$ cat config.mk
export PLATFORM = sky130hd
export DESIGN_NAME = extended_reset_selector
export DESIGN_NICKNAME = d
export VERILOG_FILES = /design/src/verilog/reset_selector_pkg.sv /design/src/verilog/switch_debounce.sv /design/src/verilog/extended_reset_selector.sv
export SDC_FILE = /design/constraint.sdc
export NUM_CORES = 1
export LEC_CHECK = 0
export BUFFER_PORTS_ARGS = -buffer_cell sky130_fd_sc_hd__buf_4
export CORE_UTILIZATION = 45
export DETAILED_ROUTE_END_ITERATION = 16
export PLACE_DENSITY = 0.7
export REMOVE_ABC_BUFFERS = 1
export SLEW_MARGIN = 20
export SYNTH_ARGS = -nofsm -noshare
export SYNTH_HDL_FRONTEND = slang
export SYNTH_SLANG_ARGS = --single-unit
$ cat constraint.sdc
create_clock -name clk -period 3.3 [get_ports clk]
set_clock_uncertainty 0.2 [all_clocks]
set_input_delay 0.66 -clock clk [delete_from_list [all_inputs] [get_ports clk]]
set_output_delay 0.66 -clock clk [all_outputs]
set_load 0.03 [all_outputs]
$ cat src/verilog/reset_selector_pkg.sv
// Purpose: Constants for the extended reset selector.
// Assumes: 40 MHz clock.
// Notes: Long counts are scaled from a 1 ms tick.
// Contract
// RL1: Function one clears battery-backed data blocks.
// RL2: Function two swaps in stored user project.
// RL3: Extended entry needs hold over five seconds.
// RL4: Indicator lights once threshold passes held.
// RL5: Operator releases to run before selecting.
// RL6: One press picks one, two pick two.
// RL7: Indicator off, then one or two flashes.
// RL8: After twenty seconds, indicator on ten seconds.
// RL9: Function runs only on press in window.
// RL10: Short press or timeout gives ordinary reset.
// RL11: Low battery reports option error 2816/120/1.
// RL12: Ordinary reset restarts program into run.
// RL13: Switch debounced, presses counted on clean edges.
package reset_selector_pkg;
   localparam int unsigned CLK_HZ          = 40_000_000;
   localparam int unsigned TICK_MS         = 1;
   localparam int unsigned TICK_CYCLES     = CLK_HZ / 1000 * TICK_MS;
   localparam int unsigned HOLD_THRESHOLD_MS = 5000;
   localparam int unsigned SELECT_MS       = 20000;
   localparam int unsigned CONFIRM_MS      = 10000;
   localparam int unsigned FLASH_MS        = 250;
   localparam int unsigned DEBOUNCE_MS     = 20;
   localparam logic [15:0] ERR_CODE        = 16'h0b00;
   localparam logic [7:0]  ERR_MODULE      = 8'h78;
   localparam logic [7:0]  ERR_NUMBER      = 8'h01;
   typedef enum logic [6:0] {
      ST_IDLE    = 7'b0000001,
      ST_HOLD    = 7'b0000010,
      ST_RELEASE = 7'b0000100,
      ST_SELECT  = 7'b0001000,
      ST_FLASH   = 7'b0010000,
      ST_CONFIRM = 7'b0100000,
      ST_DONE    = 7'b1000000
   } seq_state_e;
endpackage

$ cat src/verilog/switch_debounce.sv
// Purpose: Debounce of one switch contact on the millisecond tick.
// Assumes: Input synchronous to clk.
// Notes: Output changes only after a stable run of STABLE_TICKS.
module switch_debounce
   import reset_selector_pkg::*;
#(
   parameter int unsigned STABLE_TICKS = DEBOUNCE_MS
) (
   input  wire logic clk,
   input  wire logic rst_n,
   input  wire logic tick,
   input  wire logic raw,
   output logic      clean
);
   logic [15:0] cnt_ff;
   logic [15:0] nxt_cnt;
   logic        clean_ff;
   logic        nxt_clean;

   // RL13 stable run check.
   always_comb begin
      nxt_cnt   = cnt_ff;
      nxt_clean = clean_ff;
      if (raw == clean_ff) begin
         nxt_cnt = '0;
      end else if (tick) begin
         if (cnt_ff >= 16'(STABLE_TICKS - 1)) begin
            nxt_clean = raw;
            nxt_cnt   = '0;
         end else begin
            nxt_cnt = cnt_ff + 16'h0001;
         end
      end
   end

   always_ff @(posedge clk or negedge rst_n) begin
      if (!rst_n) begin
         cnt_ff   <= '0;
         clean_ff <= 1'b0;
      end else begin
         cnt_ff   <= nxt_cnt;
         clean_ff <= nxt_clean;
      end
   end

   assign clean = clean_ff;
endmodule // switch_debounce

$ cat src/verilog/extended_reset_selector.sv
// Purpose: Timed front switch sequencer for ordinary and extended resets.
// Assumes: Switch and battery inputs synchronous to clk.
// Notes: Time constants are in ticks and can be shortened for simulation.
module extended_reset_selector
   import reset_selector_pkg::*;
#(
   parameter int unsigned TICK_LEN    = TICK_CYCLES,
   parameter int unsigned HOLD_TICKS  = HOLD_THRESHOLD_MS,
   parameter int unsigned SEL_TICKS   = SELECT_MS,
   parameter int unsigned CONF_TICKS  = CONFIRM_MS,
   parameter int unsigned FLASH_TICKS = FLASH_MS,
   parameter int unsigned DEB_TICKS   = DEBOUNCE_MS
) (
   input  wire logic        clk,
   input  wire logic        rst_n,
   input  wire logic        momentary_reset_position,
   input  wire logic        stop_position,
   input  wire logic        battery_low,
   output logic             ack_indicator,
   output logic             erase_data_blocks,
   output logic             reload_project,
   output logic             controller_reset,
   output logic             controller_program_run,
   output logic             option_error,
   output logic [15:0]      error_code,
   output logic [7:0]       error_module,
   output logic [7:0]       error_number
);
   logic [25:0] div_ff;
   logic [25:0] nxt_div;
   logic        tick_ff;
   logic        nxt_tick;
   logic        sw;
   logic        sw_q_ff;
   logic        press;
   logic        release_edge;
   seq_state_e  st_ff;
   seq_state_e  nxt_st;
   logic [15:0] tmr_ff;
   logic [15:0] nxt_tmr;
   logic [1:0]  cnt_ff;
   logic [1:0]  nxt_cnt;
   logic [2:0]  ph_ff;
   logic [2:0]  nxt_ph;
   logic        ack_ff;
   logic        nxt_ack;
   logic        erase_ff;
   logic        nxt_erase;
   logic        reload_ff;
   logic        nxt_reload;
   logic        rst_ff;
   logic        nxt_rst;
   logic        run_ff;
   logic        nxt_run;
   logic        err_ff;
   logic        nxt_err;
   logic [15:0] code_ff;
   logic [15:0] nxt_code;
   logic [7:0]  modnum_ff;
   logic [7:0]  nxt_modnum;
   logic [7:0]  errnum_ff;
   logic [7:0]  nxt_errnum;

   // Millisecond tick divider.
   always_comb begin
      nxt_tick = 1'b0;
      nxt_div  = div_ff + 26'h1;
      if (div_ff >= 26'(TICK_LEN - 1)) begin
         nxt_div  = '0;
         nxt_tick = 1'b1;
      end
   end

   always_ff @(posedge clk or negedge rst_n) begin
      if (!rst_n) begin
         div_ff  <= '0;
         tick_ff <= 1'b0;
         sw_q_ff <= 1'b0;
      end else begin
         div_ff  <= nxt_div;
         tick_ff <= nxt_tick;
         sw_q_ff <= sw;
      end
   end

   // RL13 debounced switch.
   switch_debounce #(
      .STABLE_TICKS (DEB_TICKS)
   ) u_deb (
      .clk   (clk),
      .rst_n (rst_n),
      .tick  (tick_ff),
      .raw   (momentary_reset_position),
      .clean (sw)
   );

   assign press        = sw & ~sw_q_ff;
   assign release_edge = ~sw & sw_q_ff;

   // Sequencer next state.
   always_comb begin
      nxt_st     = st_ff;
      nxt_tmr    = tmr_ff;
      nxt_cnt    = cnt_ff;
      nxt_ph     = ph_ff;
      nxt_ack    = ack_ff;
      nxt_erase  = 1'b0;
      nxt_reload = 1'b0;
      nxt_rst    = 1'b0;
      nxt_run    = run_ff;
      if (tick_ff) begin
         nxt_tmr = tmr_ff + 16'h1;
      end
      unique case (st_ff)
         ST_IDLE: begin
            nxt_tmr = '0;
            nxt_ack = 1'b0;
            nxt_run = ~stop_position;
            if (press) begin
               nxt_st = ST_HOLD;
            end
         end
         ST_HOLD: begin
            // RL10 short press gives ordinary reset.
            if (release_edge) begin
               nxt_st  = ST_DONE;
               nxt_rst = 1'b1;
            // RL3 hold threshold passed.
            end else if (tick_ff && tmr_ff >= 16'(HOLD_TICKS)) begin
               nxt_st = ST_RELEASE;
               // RL4 indicator on.
               nxt_ack = 1'b1;
            end
         end
         ST_RELEASE: begin
            // RL5 wait for return to run.
            if (!sw) begin
               nxt_st  = ST_SELECT;
               nxt_tmr = '0;
               nxt_cnt = '0;
            end
         end
         ST_SELECT: begin
            // RL6 count presses.
            if (press && cnt_ff != 2'd2) begin
               nxt_cnt = cnt_ff + 2'd1;
               // RL7 indicator off then flash.
               nxt_ack = 1'b0;
            end
            if (tick_ff && tmr_ff >= 16'(SEL_TICKS - 1)) begin
               nxt_st  = ST_FLASH;
               nxt_tmr = '0;
               nxt_ph  = '0;
               nxt_ack = 1'b0;
            end
         end
         ST_FLASH: begin
            // RL7 one or two flashes.
            if (tick_ff && tmr_ff >= 16'(FLASH_TICKS - 1)) begin
               nxt_tmr = '0;
               nxt_ph  = ph_ff + 3'd1;
               nxt_ack = ~ph_ff[0] && (ph_ff[2:1] < {1'b0, cnt_ff[1]} + 2'(cnt_ff != 2'd0)) &&
                         (cnt_ff != 2'd0);
               if (ph_ff == 3'd4) begin
                  nxt_st  = ST_CONFIRM;
                  // RL8 steady on for window.
                  nxt_ack = 1'b1;
               end
            end
         end
         ST_CONFIRM: begin
            // RL9 confirm press runs function.
            if (press && cnt_ff != 2'd0) begin
               // RL1 clear data blocks.
               nxt_erase  = (cnt_ff == 2'd1);
               // RL2 replace project.
               nxt_reload = (cnt_ff == 2'd2);
               nxt_rst    = 1'b1;
               nxt_st     = ST_DONE;
               nxt_ack    = 1'b0;
            end else if (tick_ff && tmr_ff >= 16'(CONF_TICKS - 1)) begin
               // RL10 timeout gives ordinary reset.
               nxt_rst = 1'b1;
               nxt_st  = ST_DONE;
               nxt_ack = 1'b0;
            end
         end
         ST_DONE: begin
            // RL12 automatic restart into run.
            nxt_run = ~stop_position;
            if (!sw) begin
               nxt_st = ST_IDLE;
            end
         end
         default: begin
            nxt_st = ST_IDLE;
         end
      endcase
   end

   // RL11 battery monitor.
   always_comb begin
      nxt_err    = err_ff | battery_low;
      nxt_code   = nxt_err ? ERR_CODE : 16'h0000;
      nxt_modnum = nxt_err ? ERR_MODULE : 8'h00;
      nxt_errnum = nxt_err ? ERR_NUMBER : 8'h00;
   end

   always_ff @(posedge clk or negedge rst_n) begin
      if (!rst_n) begin
         st_ff     <= ST_IDLE;
         tmr_ff    <= '0;
         cnt_ff    <= '0;
         ph_ff     <= '0;
         ack_ff    <= 1'b0;
         erase_ff  <= 1'b0;
         reload_ff <= 1'b0;
         rst_ff    <= 1'b0;
         run_ff    <= 1'b0;
         err_ff    <= 1'b0;
         code_ff   <= '0;
         modnum_ff <= '0;
         errnum_ff <= '0;
      end else begin
         st_ff     <= nxt_st;
         tmr_ff    <= nxt_tmr;
         cnt_ff    <= nxt_cnt;
         ph_ff     <= nxt_ph;
         ack_ff    <= nxt_ack;
         erase_ff  <= nxt_erase;
         reload_ff <= nxt_reload;
         rst_ff    <= nxt_rst;
         run_ff    <= nxt_run;
         err_ff    <= nxt_err;
         code_ff   <= nxt_code;
         modnum_ff <= nxt_modnum;
         errnum_ff <= nxt_errnum;
      end
   end

   assign ack_indicator          = ack_ff;
   assign erase_data_blocks      = erase_ff;
   assign reload_project         = reload_ff;
   assign controller_reset       = rst_ff;
   assign controller_program_run = run_ff;
   assign option_error           = err_ff;
   assign error_code             = code_ff;
   assign error_module           = modnum_ff;
   assign error_number           = errnum_ff;

   // RL1 erase only from confirm.
   chk_erase_cause: assert property (@(posedge clk) disable iff (!rst_n) // RL1
      $rose(erase_data_blocks) |-> $past(st_ff) == ST_CONFIRM && cnt_ff == 2'd1)
      else $error("erase without confirm");
   // RL2 reload only on count two.
   chk_reload_cause: assert property (@(posedge clk) disable iff (!rst_n) // RL2
      reload_project |-> $past(st_ff) == ST_CONFIRM && cnt_ff == 2'd2 && controller_reset)
      else $error("reload without confirm");
   // RL3 no entry before threshold.
   chk_hold_entry: assert property (@(posedge clk) disable iff (!rst_n) // RL3
      (st_ff == ST_HOLD && nxt_st == ST_RELEASE) |-> tmr_ff >= 16'(HOLD_TICKS))
      else $error("early extended entry");
   // RL4 indicator on after threshold.
   chk_ack_on: assert property (@(posedge clk) disable iff (!rst_n) // RL4
      (st_ff == ST_HOLD && nxt_st == ST_RELEASE) |=> ack_indicator)
      else $error("indicator not on");
   // RL6 first press counts one.
   chk_press_count: assert property (@(posedge clk) disable iff (!rst_n) // RL6
      (st_ff == ST_SELECT && press && cnt_ff == 2'd0) |=> cnt_ff == 2'd1)
      else $error("press not counted");
   // RL7 indicator off after selection.
   chk_sel_off: assert property (@(posedge clk) disable iff (!rst_n) // RL7
      (st_ff == ST_SELECT && press) |=> !ack_indicator)
      else $error("indicator not off");
   // RL8 steady in window.
   chk_confirm_lit: assert property (@(posedge clk) disable iff (!rst_n) // RL8
      (st_ff == ST_CONFIRM && $past(st_ff) == ST_CONFIRM) |-> ack_indicator)
      else $error("window not lit");
   // RL10 short press resets.
   chk_short_reset: assert property (@(posedge clk) disable iff (!rst_n) // RL10
      (st_ff == ST_HOLD && release_edge) |=> controller_reset && !erase_data_blocks)
      else $error("short press no reset");
   // RL11 error latched with code.
   chk_batt_err: assert property (@(posedge clk) disable iff (!rst_n) // RL11
      battery_low |=> option_error && error_code == ERR_CODE && error_number == ERR_NUMBER)
      else $error("battery error missing");
   cov_short: cover property (@(posedge clk) disable iff (!rst_n)
      st_ff == ST_HOLD && release_edge);
   cov_erase: cover property (@(posedge clk) disable iff (!rst_n) erase_data_blocks);
   cov_reload: cover property (@(posedge clk) disable iff (!rst_n) reload_project);
endmodule // extended_reset_selector

==> results of run 1 <==
## logic make-up (layout without fill, tap and decap cells)
logic type               after synthesis  after routing
buffers and inverters                 65             53
other                                  1             34
multiplexers                           5              5
AND/OR/NAND/NOR                      175            175
XOR/XNOR                              34             34
flip-flops                            79             79
adder cells (fa/ha/maj)               12             12
AO/OA/AOI/OAI                         65             65
## routing by layer
layer	wire length [um]	track usage
met5	0	0
met2	3570	0.280
met4	169	0.0747
met1	3620	0.213
met3	419	0.0478
## sequential cells by signal (all words and copies together), names as in the netlist, 2 cells and up
register,cells
st_ff,7
div_ff,26
cnt_ff,2
tmr_ff,16
u_deb.cnt_ff,16
ph_ff,3
## final timing paths
path	slack [ns]	from	to	depth (start not counted)
worst max-delay path	0.65	tmr_ff[0]$_DFF_PN0_	tmr_ff[5]$_DFF_PN0_	8
worst min register to register	0.30	div_ff[0]$_DFF_PN0_	div_ff[0]$_DFF_PN0_	1
worst max register to register	0.65	tmr_ff[0]$_DFF_PN0_	tmr_ff[5]$_DFF_PN0_	8
min in group clk	0.27	stop_position	controller_program_run$_DFFE_PN0P_	2
worst min-delay path	0.004	rst_n	st_ff[1]$_DFFE_PN0P_	1
max in group asynchronous	2.32	rst_n	div_ff[22]$_DFF_PN0_	2
## metrics by stage
step / setup WS (ns) / cell area, um2 / utilization / hold WS, ns
2_1_floorplan: 0.536 / 4050 / - / 0.164
3_3_place_gp: 0.770 / 4350 / 0.471 / 0.270
3_5_place_dp: 0.680 / 4350 / 0.471 / 0.288
4_1_cts: 0.673 / 4530 / 0.490 / 0.260
5_1_grt: 0.469 / 4550 / 0.493 / 0.0157
6_report: 0.645 / 4550 / 0.493 / 0.00371
## power breakdown
group	total (W)	switching [W]	internal, W	leakage (nW)
registers	0.00116	0.000111	0.00104	1.05
logic	0.000631	0.000393	0.000238	0.988
clock network	0.000648	0.000353	0.000296	0.0788
## cell usage in the layout (no fill, tap or decap), types with 4 or more instances in the layout
cell                       count
sky130_fd_sc_hd__nand2_1      17
sky130_fd_sc_hd__a41oi_1       4
sky130_fd_sc_hd__xor2_1       23
sky130_fd_sc_hd__inv_1        18
sky130_fd_sc_hd__a21oi_1       9
sky130_fd_sc_hd__o21ai_0      13
sky130_fd_sc_hd__clkbuf_8     10
sky130_fd_sc_hd__nand3_1      20
sky130_fd_sc_hd__nor3_1       13
sky130_fd_sc_hd__nor2_1       68
sky130_fd_sc_hd__and4_1        6
sky130_fd_sc_hd__nor4_1        9
sky130_fd_sc_hd__a31oi_1       5
sky130_fd_sc_hd__and3_1       10
sky130_fd_sc_hd__buf_4        18
sky130_fd_sc_hd__ha_1         12
sky130_fd_sc_hd__nand4_1      10
sky130_fd_sc_hd__nor2b_1       6
sky130_fd_sc_hd__dfrtp_1      78
sky130_fd_sc_hd__xnor2_1      11
sky130_fd_sc_hd__conb_1       34
## layout make-up
class	count	area (um2)
Fill cell	857	4690
Multi-Input combinational cell	325	2010
Sequential cell	79	1980
Timing Repair Buffer	19	163
Tap cell	129	161
Clock buffer	12	145
Inverter	18	67.6
Clock inverter	4	31.3
## worst register-to-register path: cells and delay by family, from the launching register on
family | cells | cell delay (ns)
compound gates | 2 | 0.63
fa+ha+maj | 1 | 0.19
buf+inv | 1 | 0.08
flops | 1 | 0.44
simple gates | 4 | 0.99
==> out/metrics.csv, run 1 <==
metric;value;unit
achievable clock frequency;377;MHz
DRC violations left;0;
aggregate global routing overflow;0;
power density over the cells;535;nW/um2
number of flip-flops and latches in the synthesized netlist;79;
library cells used by synthesis;62;
starting density of the core;0.462;
routed vias/inst;5.28;
vias post-DR;3097;
final period demand of the worst path;2.65;ns
area of the placeable core;9240;um2
die boundary width;99.4;um
count of mapped cells out of synthesis;436;
combinational family with the most area after synthesis;simple AND/OR/NAND/NOR gates;
Pleak;2.12;nW
buffers added on ports;18;
global-route wire length before repair;13500;um
worst-case clock buffer depth;2;
via count of the first global-routing pass;2979;
I/O pin count;43;
most instantiated library cell after synthesis;sky130_fd_sc_hd__dfrtp_1;
category of the worst setup path capture point;register;
share of the synthesized area in the top cell type;0.457;
overall power consumption;0.00244;W
CP top delay family;simple AND/OR/NAND/NOR gates;
gr usage total;0.171;
Final Slew Violations;0;
HPWL after detailed placement;5300;um
number of cell rows;35;
Final Wtd Congestion;0.907;
cell-by-cell trace of the critical path;inv_1 -> ha_1 -> nor3b_1 -> o311ai_2 -> nor2_1 -> a211oi_2 -> and3b_1 -> nor2_1;
number of levels in the clock H-tree;3;
status;completed;
Worst Tran Pin Value;0.679;ns
number of buffers inserted during clock tree synthesis;9;
setup repair after global routing missed its margin;false;
Post-synth ARST share;1.00;
number of nets with antenna violations after routing;0;
compound-gate portion of the synthesized area;0.111;
worst hold path class;in -> async;
kind of start point of the critical path;register;
count of hold buffers inserted by post-cts repair;0;
highest-delay cell along the critical path;sky130_fd_sc_hd__and3b_1;
multiplexer share of the synthesized area;0.0135;
data arrival time at the worst-slack endpoint;2.66;ns
Total Neg Setup Slack;0;ns
summed instance area of the synthesized netlist;4270;um2
cell type with the largest total area after synthesis;sky130_fd_sc_hd__dfrtp_1;
post-synthesis to final-layout area growth;6.56;%
required arrival time at the worst endpoint;3.30;ns
setup repair bufs after CTS;0;
# nets final;469;
share of synthesized area occupied by flip-flops and latches;0.463;
source-to-sink clock delay at the later pin of the worst-skew pair;0.35;ns
fraction of final layout cells sized beyond drive strength 1;0.105;
simple-gate portion of the synthesized area;0.210;
Synth Flop Type;sky130_fd_sc_hd__dfrtp_1;
Antenna Cells;0;
post-synthesis average cell area;9.80;um2
mean routed wirelength per cell;13.3;um
top post-synthesis cells by area;sky130_fd_sc_hd__dfrtp_1 46%, sky130_fd_sc_hd__nor2_1 6.0%, sky130_fd_sc_hd__buf_4 5.8%;
adder-cell share of the synthesized area;0.0351;
normalized max-slew margin;0.546;
number of maximum-capacitance constraint violations;0;
count of placed standard cells including taps;569;
number of enable-type register cells in the synthesized netlist;0;
final cell count without fillers;586;
number of antenna violations at the first check in global routing;0;
Most Frequent Cell on Critical Path;sky130_fd_sc_hd__nor2_1;
clock slew seen by the registers of the worst setup and hold paths;0.08;ns
largest net degree at the start of global routing;80;
detailed-route wire length;7780;um
total number of clock tree sinks;79;
Iteration-0 DRC Markers;179;
number of detailed-route iterations in the first pass;4;
period utilisation layout;0.804;
CTS resizes;0;
final-report hold violation count;0;
final-report setup violation count;0;
most instantiated cells after synthesis;78 x sky130_fd_sc_hd__dfrtp_1, 68 x sky130_fd_sc_hd__nor2_1, 33 x sky130_fd_sc_hd__buf_4, 23 x sky130_fd_sc_hd__xor2_1, 20 x sky130_fd_sc_hd__nand3_1;
crit-path max cell delay;0.61;ns
Worst IR Drop VDD;0.279;mV
number of buffers and inverters on the critical path;1;
worst-path fanout max;16;
critical path type;reg -> reg;
clock tree from TritonCTS;yes;
die area;9890;um2
xor and xnor fraction of the mapped netlist area;0.0697;
overall die height;99.4;um
YS warnings;0;
buffer cell driving the clock tree root;sky130_fd_sc_hd__clkbuf_8;
No activity file was read; power rests on OpenSTA's default activity.
==> run 2: changes to the inputs <==
- ABC_AREA: default -> 1
- PLACE_DENSITY: 0.7 -> 0.72
- clock period: 3.3 -> 2.4 ns (I/O delays scaled with it)
==> run 2 against run 1 <==
  * Setup slack worse by 0.22 ns
  * Critical path depth up 2
  * Combinational power up 73%
  * Area after synthesis up 3.2%
  * Power up 45%
  * Sequential power up 31%
  * Critical path type unchanged
  * Largest cell class is now sequential cells
  * Largest power group unchanged
==> out/metrics.csv, run 2 <==
metric;value;unit;change
Post-synth ARST share;1.00;;unchanged
Internal Dissipation;0.00218;W;was 0.00158 W
Reg2Reg Depth;10;;was 8
share of synthesized area occupied by flip-flops and latches;0.449;;was 0.463
Psw;0.00136;W;was 0.000857 W
total number of clock tree sinks;79;;unchanged
gr usage total;0.166;;was 0.171
library cells used by synthesis;37;;was 62
count of placed standard cells including taps;681;;was 569
status;completed;;unchanged
cell type with the largest total area after synthesis;sky130_fd_sc_hd__dfrtp_1;;unchanged
number of enable-type register cells in the synthesized netlist;0;;unchanged
global-route wire length before repair;13300;um;was 13,500 um
die boundary width;101;um;was 99.4 um
minimum setup slack among reg-to-reg paths;0.43;ns;was 0.65 ns
worst hold path class;in -> reg;;was in -> async
most instantiated library cell after synthesis;sky130_fd_sc_hd__nand2_1;;was sky130_fd_sc_hd__dfrtp_1
Final Hold Slack;0.0918;ns;was 0.00371 ns
area of the placeable core;9370;um2;was 9240 um2
Most Frequent Cell on Critical Path;sky130_fd_sc_hd__nor2_4;;was sky130_fd_sc_hd__nor2_1
Final Wtd Congestion;0.910;;was 0.907
crit-path max cell delay;0.42;ns;was 0.61 ns
kind of start point of the critical path;register;;unchanged
instance area after placement;4560;um2;was 4350 um2
number of levels in the clock H-tree;3;;unchanged
detailed-route wire length;7660;um;was 7780 um
final cell count without fillers;698;;was 586
required arrival time at the worst endpoint;2.44;ns;was 3.30 ns
normalized max-slew margin;0.588;;was 0.546
post-synthesis to final-layout area growth;8.03;%;was 6.56%
number of antenna violations at the first check in global routing;0;;unchanged
final-report hold violation count;0;;unchanged
FF+latch area;1980;um2;unchanged
top post-synthesis cells by area;sky130_fd_sc_hd__dfrtp_1 44%, sky130_fd_sc_hd__nand2_1 8.9%, sky130_fd_sc_hd__nor2_1 7.0%;;was sky130_fd_sc_hd__dfrtp_1 46%, sky130_fd_sc_hd__nor2_1 6.0%, sky130_fd_sc_hd__buf_4 5.8%
Iteration-0 DRC Markers;82;;was 179
number of buffers inserted during clock tree synthesis;9;;unchanged
via count of the first global-routing pass;3062;;was 2,979
post-synthesis average cell area;8.20;um2;was 9.80 um2
Worst Tran Pin Value;0.612;ns;was 0.679 ns
period utilisation layout;0.821;;was 0.804
HPWL after detailed placement;5640;um;was 5300 um
DRC violations left;0;;unchanged
cell-by-cell trace of the critical path;nor2_4 -> nand3_1 -> nor2_4 -> nor2_1 -> nand2_1 -> nor2_1 -> nor2_2 -> nand2_4 -> inv_8 -> nor2_4;;was inv_1 -> ha_1 -> nor3b_1 -> o311ai_2 -> nor2_1 -> a211oi_2 -> and3b_1 -> nor2_1
Final Slew Violations;0;;unchanged
largest register by flop count;div_ff;;unchanged
die area;10200;um2;was 9890 um2
clock slew seen by the registers of the worst setup and hold paths;0.08;ns;about the same
Hold Crit Start;stop_position;;
I/O pin count;43;;unchanged
proportion of power drawn by flip-flops and latches;0.429;;was 0.475
fill cell total of the finished layout;902;;was 857
summed instance area of the synthesized netlist;4410;um2;was 4270 um2
buffer cell driving the clock tree root;sky130_fd_sc_hd__clkbuf_8;;unchanged
Non-Filler Cell Area, Final;4760;um2;was 4550 um2
routed vias/inst;4.59;;was 5.28
starting density of the core;0.470;;was 0.462
fraction of final layout cells sized beyond drive strength 1;0.128;;was 0.105
YS warnings;0;;unchanged
setup repair after global routing missed its margin;false;;unchanged
data arrival time at the worst-slack endpoint;2.01;ns;was 2.66 ns
Synth Flop Type;sky130_fd_sc_hd__dfrtp_1;;unchanged
Crit Reg-Reg Endpoint;tmr_ff[2]$_DFF_PN0_;;was tmr_ff[5]$_DFF_PN0_
share of the synthesized area in the top cell type;0.443;;was 0.457
commonest cells after routing, fill and taps aside;104 x sky130_fd_sc_hd__nand2_1, 82 x sky130_fd_sc_hd__nor2_1, 78 x sky130_fd_sc_hd__dfrtp_1;;was 78 x sky130_fd_sc_hd__dfrtp_1, 68 x sky130_fd_sc_hd__nor2_1, 34 x sky130_fd_sc_hd__conb_1
buffers added on ports;18;;unchanged
clock tree from TritonCTS;yes;;unchanged
highest-delay cell along the critical path;sky130_fd_sc_hd__dfrtp_1;;was sky130_fd_sc_hd__and3b_1
origin of the critical flop-to-flop path;st_ff[1]$_DFFE_PN0P_;;was tmr_ff[0]$_DFF_PN0_
multi-input logic area;1980;um2;was 2010 um2
aggregate global routing overflow;0;;unchanged
source-to-sink clock delay at the later pin of the worst-skew pair;0.35;ns;about the same
Regs by FF count;div_ff x26, tmr_ff x16, u_deb.cnt_ff x16;;unchanged
mean routed wirelength per cell;11.0;um;was 13.3 um
number of detailed-route iterations in the first pass;4;;unchanged
# nets final;581;;was 469
number of flip-flops and latches in the synthesized netlist;79;;unchanged
Total Neg Setup Slack;0;ns;unchanged
number of nets with antenna violations after routing;0;;unchanged
overall die height;101;um;was 99.4 um
category of the worst setup path capture point;register;;unchanged
final-report setup violation count;0;;unchanged
most instantiated cells after synthesis;104 x sky130_fd_sc_hd__nand2_1, 82 x sky130_fd_sc_hd__nor2_1, 78 x sky130_fd_sc_hd__dfrtp_1, 70 x sky130_fd_sc_hd__inv_1, 44 x sky130_fd_sc_hd__nand3_1;;was 78 x sky130_fd_sc_hd__dfrtp_1, 68 x sky130_fd_sc_hd__nor2_1, 33 x sky130_fd_sc_hd__buf_4, 23 x sky130_fd_sc_hd__xor2_1, 20 x sky130_fd_sc_hd__nand3_1
timing endpoint of the critical path;tmr_ff[2]$_DFF_PN0_;;was tmr_ff[5]$_DFF_PN0_
setup repair bufs after CTS;0;;unchanged
Pleak;2.42;nW;was 2.12 nW
largest net degree at the start of global routing;42;;was 80
worst-case clock buffer depth;2;;unchanged
clock power share;0.263;;was 0.266
critical path type;reg -> reg;;unchanged
achievable clock frequency;508;MHz;was 377 MHz
count of mapped cells out of synthesis;538;;was 436
number of maximum-capacitance constraint violations;0;;unchanged
most frequent standard cell in the layout excluding fill and tap cells;sky130_fd_sc_hd__nand2_1;;was sky130_fd_sc_hd__dfrtp_1
flip-flop count of the largest register, all copies and words added;26;;unchanged
number of cell rows;35;;unchanged
Antenna Cells;0;;unchanged
part of the power in combinational logic;0.308;;was 0.259
Worst IR Drop VDD;0.590;mV;was 0.279 mV
power density over the cells;743;nW/um2;was 535 nW/um2
final period demand of the worst path;1.97;ns;was 2.65 ns
worst-path fanout max;9;;was 16
vias post-DR;3204;;was 3,097
switching power share of the total;0.384;;was 0.352
startpoint of the worst setup timing path;st_ff[1]$_DFFE_PN0P_;;was tmr_ff[0]$_DFF_PN0_
overall power consumption;0.00354;W;was 0.00244 W
-- run 2: cell count changes after synthesis, moves of 7 or more --
cell                      previous run  this run
sky130_fd_sc_hd__nor2_1             68        82
sky130_fd_sc_hd__xor2_1             23        15
sky130_fd_sc_hd__and3_1             10         1
sky130_fd_sc_hd__nor2_4              0        11
sky130_fd_sc_hd__nand3_1            20        44
sky130_fd_sc_hd__nor2_2              0         7
sky130_fd_sc_hd__nand2_1            17       104
sky130_fd_sc_hd__inv_1              18        70
sky130_fd_sc_hd__nor3_1             13         3
-- run 2: area by class of cell --
cell class	count	share of cell area
clock buffer	10	0.0289
clock inverter	6	0.0108
inverter	74	0.0599
multi-input combinational	379	0.415
sequential	79	0.415
tap	129	0.0339
timing repair buffer	21	0.0362
-- run 2: worst max-delay path, delay by kind of cell, from the launching register on --
family,cells,cell delay [ns]
flip-flops,1,0.42
buffers and inverters,1,0.16
AND/OR/NAND/NOR,9,1.07
-- run 2: how the worst min path moves through the flow --
stage / slack (ns) / depth (start not counted) / to
final: 0.09 / 2 / controller_program_run$_DFFE_PN0P_
after global routing: 0.09 / 2 / controller_program_run$_DFFE_PN0P_
after CTS: 0.07 / 2 / controller_program_run$_DFFE_PN0P_
after detailed placement: 0.26 / 2 / ack_indicator$_DFFE_PN0P_
after global placement: 0.23 / 1 / div_ff[0]$_DFF_PN0_
after floorplan: -0.02 / 0 / ack_indicator$_DFFE_PN0P_
-- run 2: power groups by stage --
stage | Sequential (W) | Combinational, W | Clock (W)
after CTS | 0.00152 | 0.00109 | 0.000975
after global placement | 0.00154 | 0.00107 | 0
final | 0.00152 | 0.00109 | 0.000930
after floorplan | 0.00156 | 0.000838 | 0
after detailed placement | 0.00154 | 0.00108 | 0
after global routing | 0.00153 | 0.00123 | 0.00102
-- run 2: through the flow --
| step | util | setup slack, ns |
|---|---|---|
| floorplan | - | -0.184 |
| global placement | 0.487 | 0.469 |
| detailed placement | 0.487 | 0.443 |
| CTS | 0.508 | 0.427 |
| global route | 0.508 | 0.265 |
| finish | 0.508 | 0.430 |
-- run 2: timing repair --
item	in CTS	in global routing
resized for setup	0	0
hold buffers	1	0
hold endpoints to repair	38	0
-- run 2: layer usage --
| metal | up-vias | track usage | wire length [um] |
|---|---|---|---|
| met3 | 10 | 0.0437 | 305 |
| li1 | 1662 | - | - |
| met2 | 63 | 0.266 | 3610 |
| met4 | 0 | 0.0602 | 87 |
| met5 | - | 0 | 0 |
| met1 | 1469 | 0.216 | 3660 |
-- run 2: kinds of logic (layout without fill, tap and decap cells) --
group           Yosys count  in the layout  synth area share
compound gates           25             25            0.0386
xor+xnor                 23             23            0.0457
fa+ha+maj                12             12            0.0341
buf+inv                 113            111             0.131
flops                    79             79             0.449
other cells               1             34          0.000850
simple gates            285            285             0.301
==> run 3: changes to the inputs <==
- clock period: 2.4 -> 1.8 ns (I/O delays scaled with it)
==> run 3 against run 2 <==
  * The flow now finishes with violations (negative setup slack)
  * Largest power group unchanged
  * Utilization grew 6.8 points
  * First-iteration DRC count grew 110%
  * Via count grew 9.3%
  * Combinational power grew 59%
  * Sequential cell count is the same
  * Clock-buffer cell count shrank 1
  * Hold slack lost 0.023 ns
==> out/metrics.csv, run 3 (same netlist as run 2, synthesis figures left out) <==
metric;value;unit;change
critical path type;reg -> reg;;unchanged
metal1 wirelength;4050;um;was 3660 um
number of antenna violations at the first check in global routing;0;;unchanged
Antenna Cells;0;;unchanged
status;finished, violations left;;was completed
fraction of final layout cells sized beyond drive strength 1;0.268;;was 0.128
mean routed wirelength per cell;11.9;um;was 11.0 um
aggregate global routing overflow;0;;unchanged
period utilisation layout;1.04;;was 0.821
HPWL after detailed placement;6270;um;was 5640 um
DRC violations left;0;;unchanged
proportion of power drawn by flip-flops and latches;0.396;;was 0.429
crit-path max cell delay;0.43;ns;was 0.42 ns
Regs by FF count;div_ff x26, tmr_ff x16, u_deb.cnt_ff x16;;unchanged
clock slew seen by the registers of the worst setup and hold paths;0.09;ns;was 0.08 ns
clock power share;0.267;;was 0.263
I/O pin count;43;;unchanged
die area;10200;um2;unchanged
routed wl met2;4560;um;was 3610 um
largest net degree at the start of global routing;29;;was 42
global-route wire length before repair;14800;um;was 13,300 um
buffer cell driving the clock tree root;sky130_fd_sc_hd__clkbuf_8;;unchanged
instance area after placement;4850;um2;was 4560 um2
Final Hold Slack;0.0690;ns;was 0.0918 ns
overall die height;101;um;unchanged
routed vias/inst;4.66;;was 4.59
count of placed standard cells including taps;719;;was 681
number of nets with antenna violations after routing;0;;unchanged
startpoint of the worst setup timing path;tmr_ff[1]$_DFF_PN0_;;was st_ff[1]$_DFFE_PN0P_
gr usage total;0.186;;was 0.166
starting density of the core;0.470;;unchanged
final-report hold violation count;0;;unchanged
area of the placeable core;9370;um2;unchanged
number of buffers and inverters on the critical path;1;;unchanged
number of buffers inserted during clock tree synthesis;9;;unchanged
number of cell rows;35;;unchanged
clock tree from TritonCTS;yes;;unchanged
total number of clock tree sinks;79;;unchanged
switching power share of the total;0.380;;was 0.384
Pleak;2.68;nW;was 2.42 nW
setup repair after global routing missed its margin;true;;was false
cell-by-cell trace of the critical path;ha_4 -> nand4_1 -> nand2_1 -> nand2_1 -> nand2_1 -> nand2_2 -> a21oi_4 -> nand2_4 -> inv_8 -> nor2_4;;was nor2_4 -> nand3_1 -> nor2_4 -> nor2_1 -> nand2_1 -> nor2_1 -> nor2_2 -> nand2_4 -> inv_8 -> nor2_4
required arrival time at the worst endpoint;1.85;ns;was 2.44 ns
achievable clock frequency;536;MHz;was 508 MHz
via count of the first global-routing pass;3423;;was 3,062
Final Slew Violations;0;;unchanged
flip-flop count of the largest register, all copies and words added;26;;unchanged
largest register by flop count;div_ff;;unchanged
worst-path fanout max;9;;unchanged
fill cell total of the finished layout;836;;was 902
Total Neg Setup Slack;-0.790;ns;was 0 ns
least setup slack across all paths after layout;-0.0672;ns;was 0.430 ns
post-synthesis to final-layout area growth;22.4;%;was 8.03%
Hold Crit Start;momentary_reset_position;;was stop_position
highest signal layer in the routed design;met4;;unchanged
highest-delay cell along the critical path;sky130_fd_sc_hd__dfrtp_1;;unchanged
Iteration-0 DRC Markers;170;;was 82
final-report setup violation count;21;;was 0
worst hold path class;in -> reg;;unchanged
overall power consumption;0.00512;W;was 0.00354 W
commonest cells after routing, fill and taps aside;97 x sky130_fd_sc_hd__nand2_1, 74 x sky130_fd_sc_hd__dfrtp_1, 69 x sky130_fd_sc_hd__nor2_1;;was 104 x sky130_fd_sc_hd__nand2_1, 82 x sky130_fd_sc_hd__nor2_1, 78 x sky130_fd_sc_hd__dfrtp_1
violations in the final reports;negative setup slack;;
CP top delay family;simple AND/OR/NAND/NOR gates;;unchanged
category of the worst setup path capture point;register;;unchanged
power density over the cells;948;nW/um2;was 743 nW/um2
Worst IR Drop VDD;0.493;mV;was 0.590 mV
part of the power in combinational logic;0.337;;was 0.308
detailed-route wire length;8920;um;was 7660 um
Final Wtd Congestion;0.925;;was 0.910
# nets final;634;;was 581
origin of the critical flop-to-flop path;tmr_ff[1]$_DFF_PN0_;;was st_ff[1]$_DFFE_PN0P_
source-to-sink clock delay at the later pin of the worst-skew pair;0.36;ns;was 0.35 ns
vias post-DR;3501;;was 3,204
die boundary width;101;um;unchanged
number of detailed-route iterations in the first pass;5;;was 4
data arrival time at the worst-slack endpoint;1.92;ns;was 2.01 ns
Most Frequent Cell on Critical Path;sky130_fd_sc_hd__nand2_1;;was sky130_fd_sc_hd__nor2_4
buffers added on ports;18;;unchanged
Non-Filler Cell Area, Final;5400;um2;was 4760 um2
minimum setup slack among reg-to-reg paths;-0.07;ns;was 0.43 ns
worst-case clock buffer depth;2;;unchanged
final period demand of the worst path;1.87;ns;was 1.97 ns
final cell count without fillers;751;;was 698
Met3 Wirelength;260;um;was 305 um
Psw;0.00194;W;was 0.00136 W
Internal Dissipation;0.00317;W;was 0.00218 W
kind of start point of the critical path;register;;unchanged
number of levels in the clock H-tree;3;;unchanged
most frequent standard cell in the layout excluding fill and tap cells;sky130_fd_sc_hd__nand2_1;;unchanged
number of maximum-capacitance constraint violations;0;;unchanged
run 3: cell count changes in the layout (fill, tap and decap cells not counted), moves of 6 or more:
cell / delta
sky130_fd_sc_hd__nor2_4: +7
sky130_fd_sc_hd__nand3_2: +9
sky130_fd_sc_hd__nor2_2: +6
sky130_fd_sc_hd__nand2_1: -7
sky130_fd_sc_hd__nand2_2: +6
sky130_fd_sc_hd__nand3_1: -10
sky130_fd_sc_hd__nor2_1: -13
sky130_fd_sc_hd__buf_4: +47
run 3: worst paths after layout:
check | endpoint | cells after the start
min in group asynchronous | div_ff[12]$_DFF_PN0_ | 2
setup / recovery | tmr_ff[8]$_DFF_PN0_ | 10
setup reg to reg | tmr_ff[8]$_DFF_PN0_ | 10
hold reg to reg | ack_indicator$_DFFE_PN0P_ | 2
hold / removal | u_deb.clean$_DFFE_PN0P_ | 3
max in group asynchronous | st_ff[0]$_DFFE_PN1P_ | 3
run 3: cell type report:
| cell class | instances | area, um2 | area share |
|---|---|---|---|
| clock buffer | 9 | 124 | 0.0229 |
| clock inverter | 7 | 78.8 | 0.0146 |
| timing repair buffer | 72 | 568 | 0.105 |
| inverter | 74 | 285 | 0.0529 |
| sequential | 79 | 1980 | 0.367 |
| multi-input combinational | 381 | 2200 | 0.407 |
| tap | 129 | 161 | 0.0299 |
run 3: repair_timing:
action | CTS | global route
resized for setup | 16 | 48
endpoints found under the setup margin | 42 | 49
buffers inserted | 3 | 8
hold buffers | 3 | 0
endpoints found under the hold margin | 26 | 0
gates cloned | 0 | 2
pin swaps | 4 | 26
run 3: worst reg2reg max path, stage by stage (launching register included):
cell	delay [ns]
sky130_fd_sc_hd__dfrtp_1	0.43
sky130_fd_sc_hd__ha_4	0.17
sky130_fd_sc_hd__nand4_1	0.12
sky130_fd_sc_hd__nand2_1	0.11
sky130_fd_sc_hd__nand2_1	0.05
sky130_fd_sc_hd__nand2_1	0.07
sky130_fd_sc_hd__nand2_2	0.09
sky130_fd_sc_hd__a21oi_4	0.18
sky130_fd_sc_hd__nand2_4	0.13
sky130_fd_sc_hd__inv_8	0.15
sky130_fd_sc_hd__nor2_4	0.04
run 3: power groups by stage:
| stage | combinational, W | clock, W | sequential, W |
|---|---|---|---|
| detailed placement | 0.00158 | 0 | 0.00205 |
| global route | 0.00192 | 0.00149 | 0.00205 |
| global placement | 0.00156 | 0 | 0.00204 |
| floorplan | 0.00112 | 0 | 0.00208 |
| finish | 0.00173 | 0.00136 | 0.00203 |
| CTS | 0.00162 | 0.00141 | 0.00201 |
run 3: metal layers:
layer | vias up | global-route usage
met4 | 0 | 0.0580
met5 | - | 0
met3 | 7 | 0.0548
met2 | 51 | 0.322
met1 | 1664 | 0.223
li1 | 1779 | -
run 3: metrics by stage:
step	worst slack, ns	util
after floorplan	-0.682	-
after global placement	-0.0589	0.517
after detailed placement	-0.108	0.517
after CTS	-0.0464	0.550
after global routing	-0.227	0.576
final	-0.0672	0.576
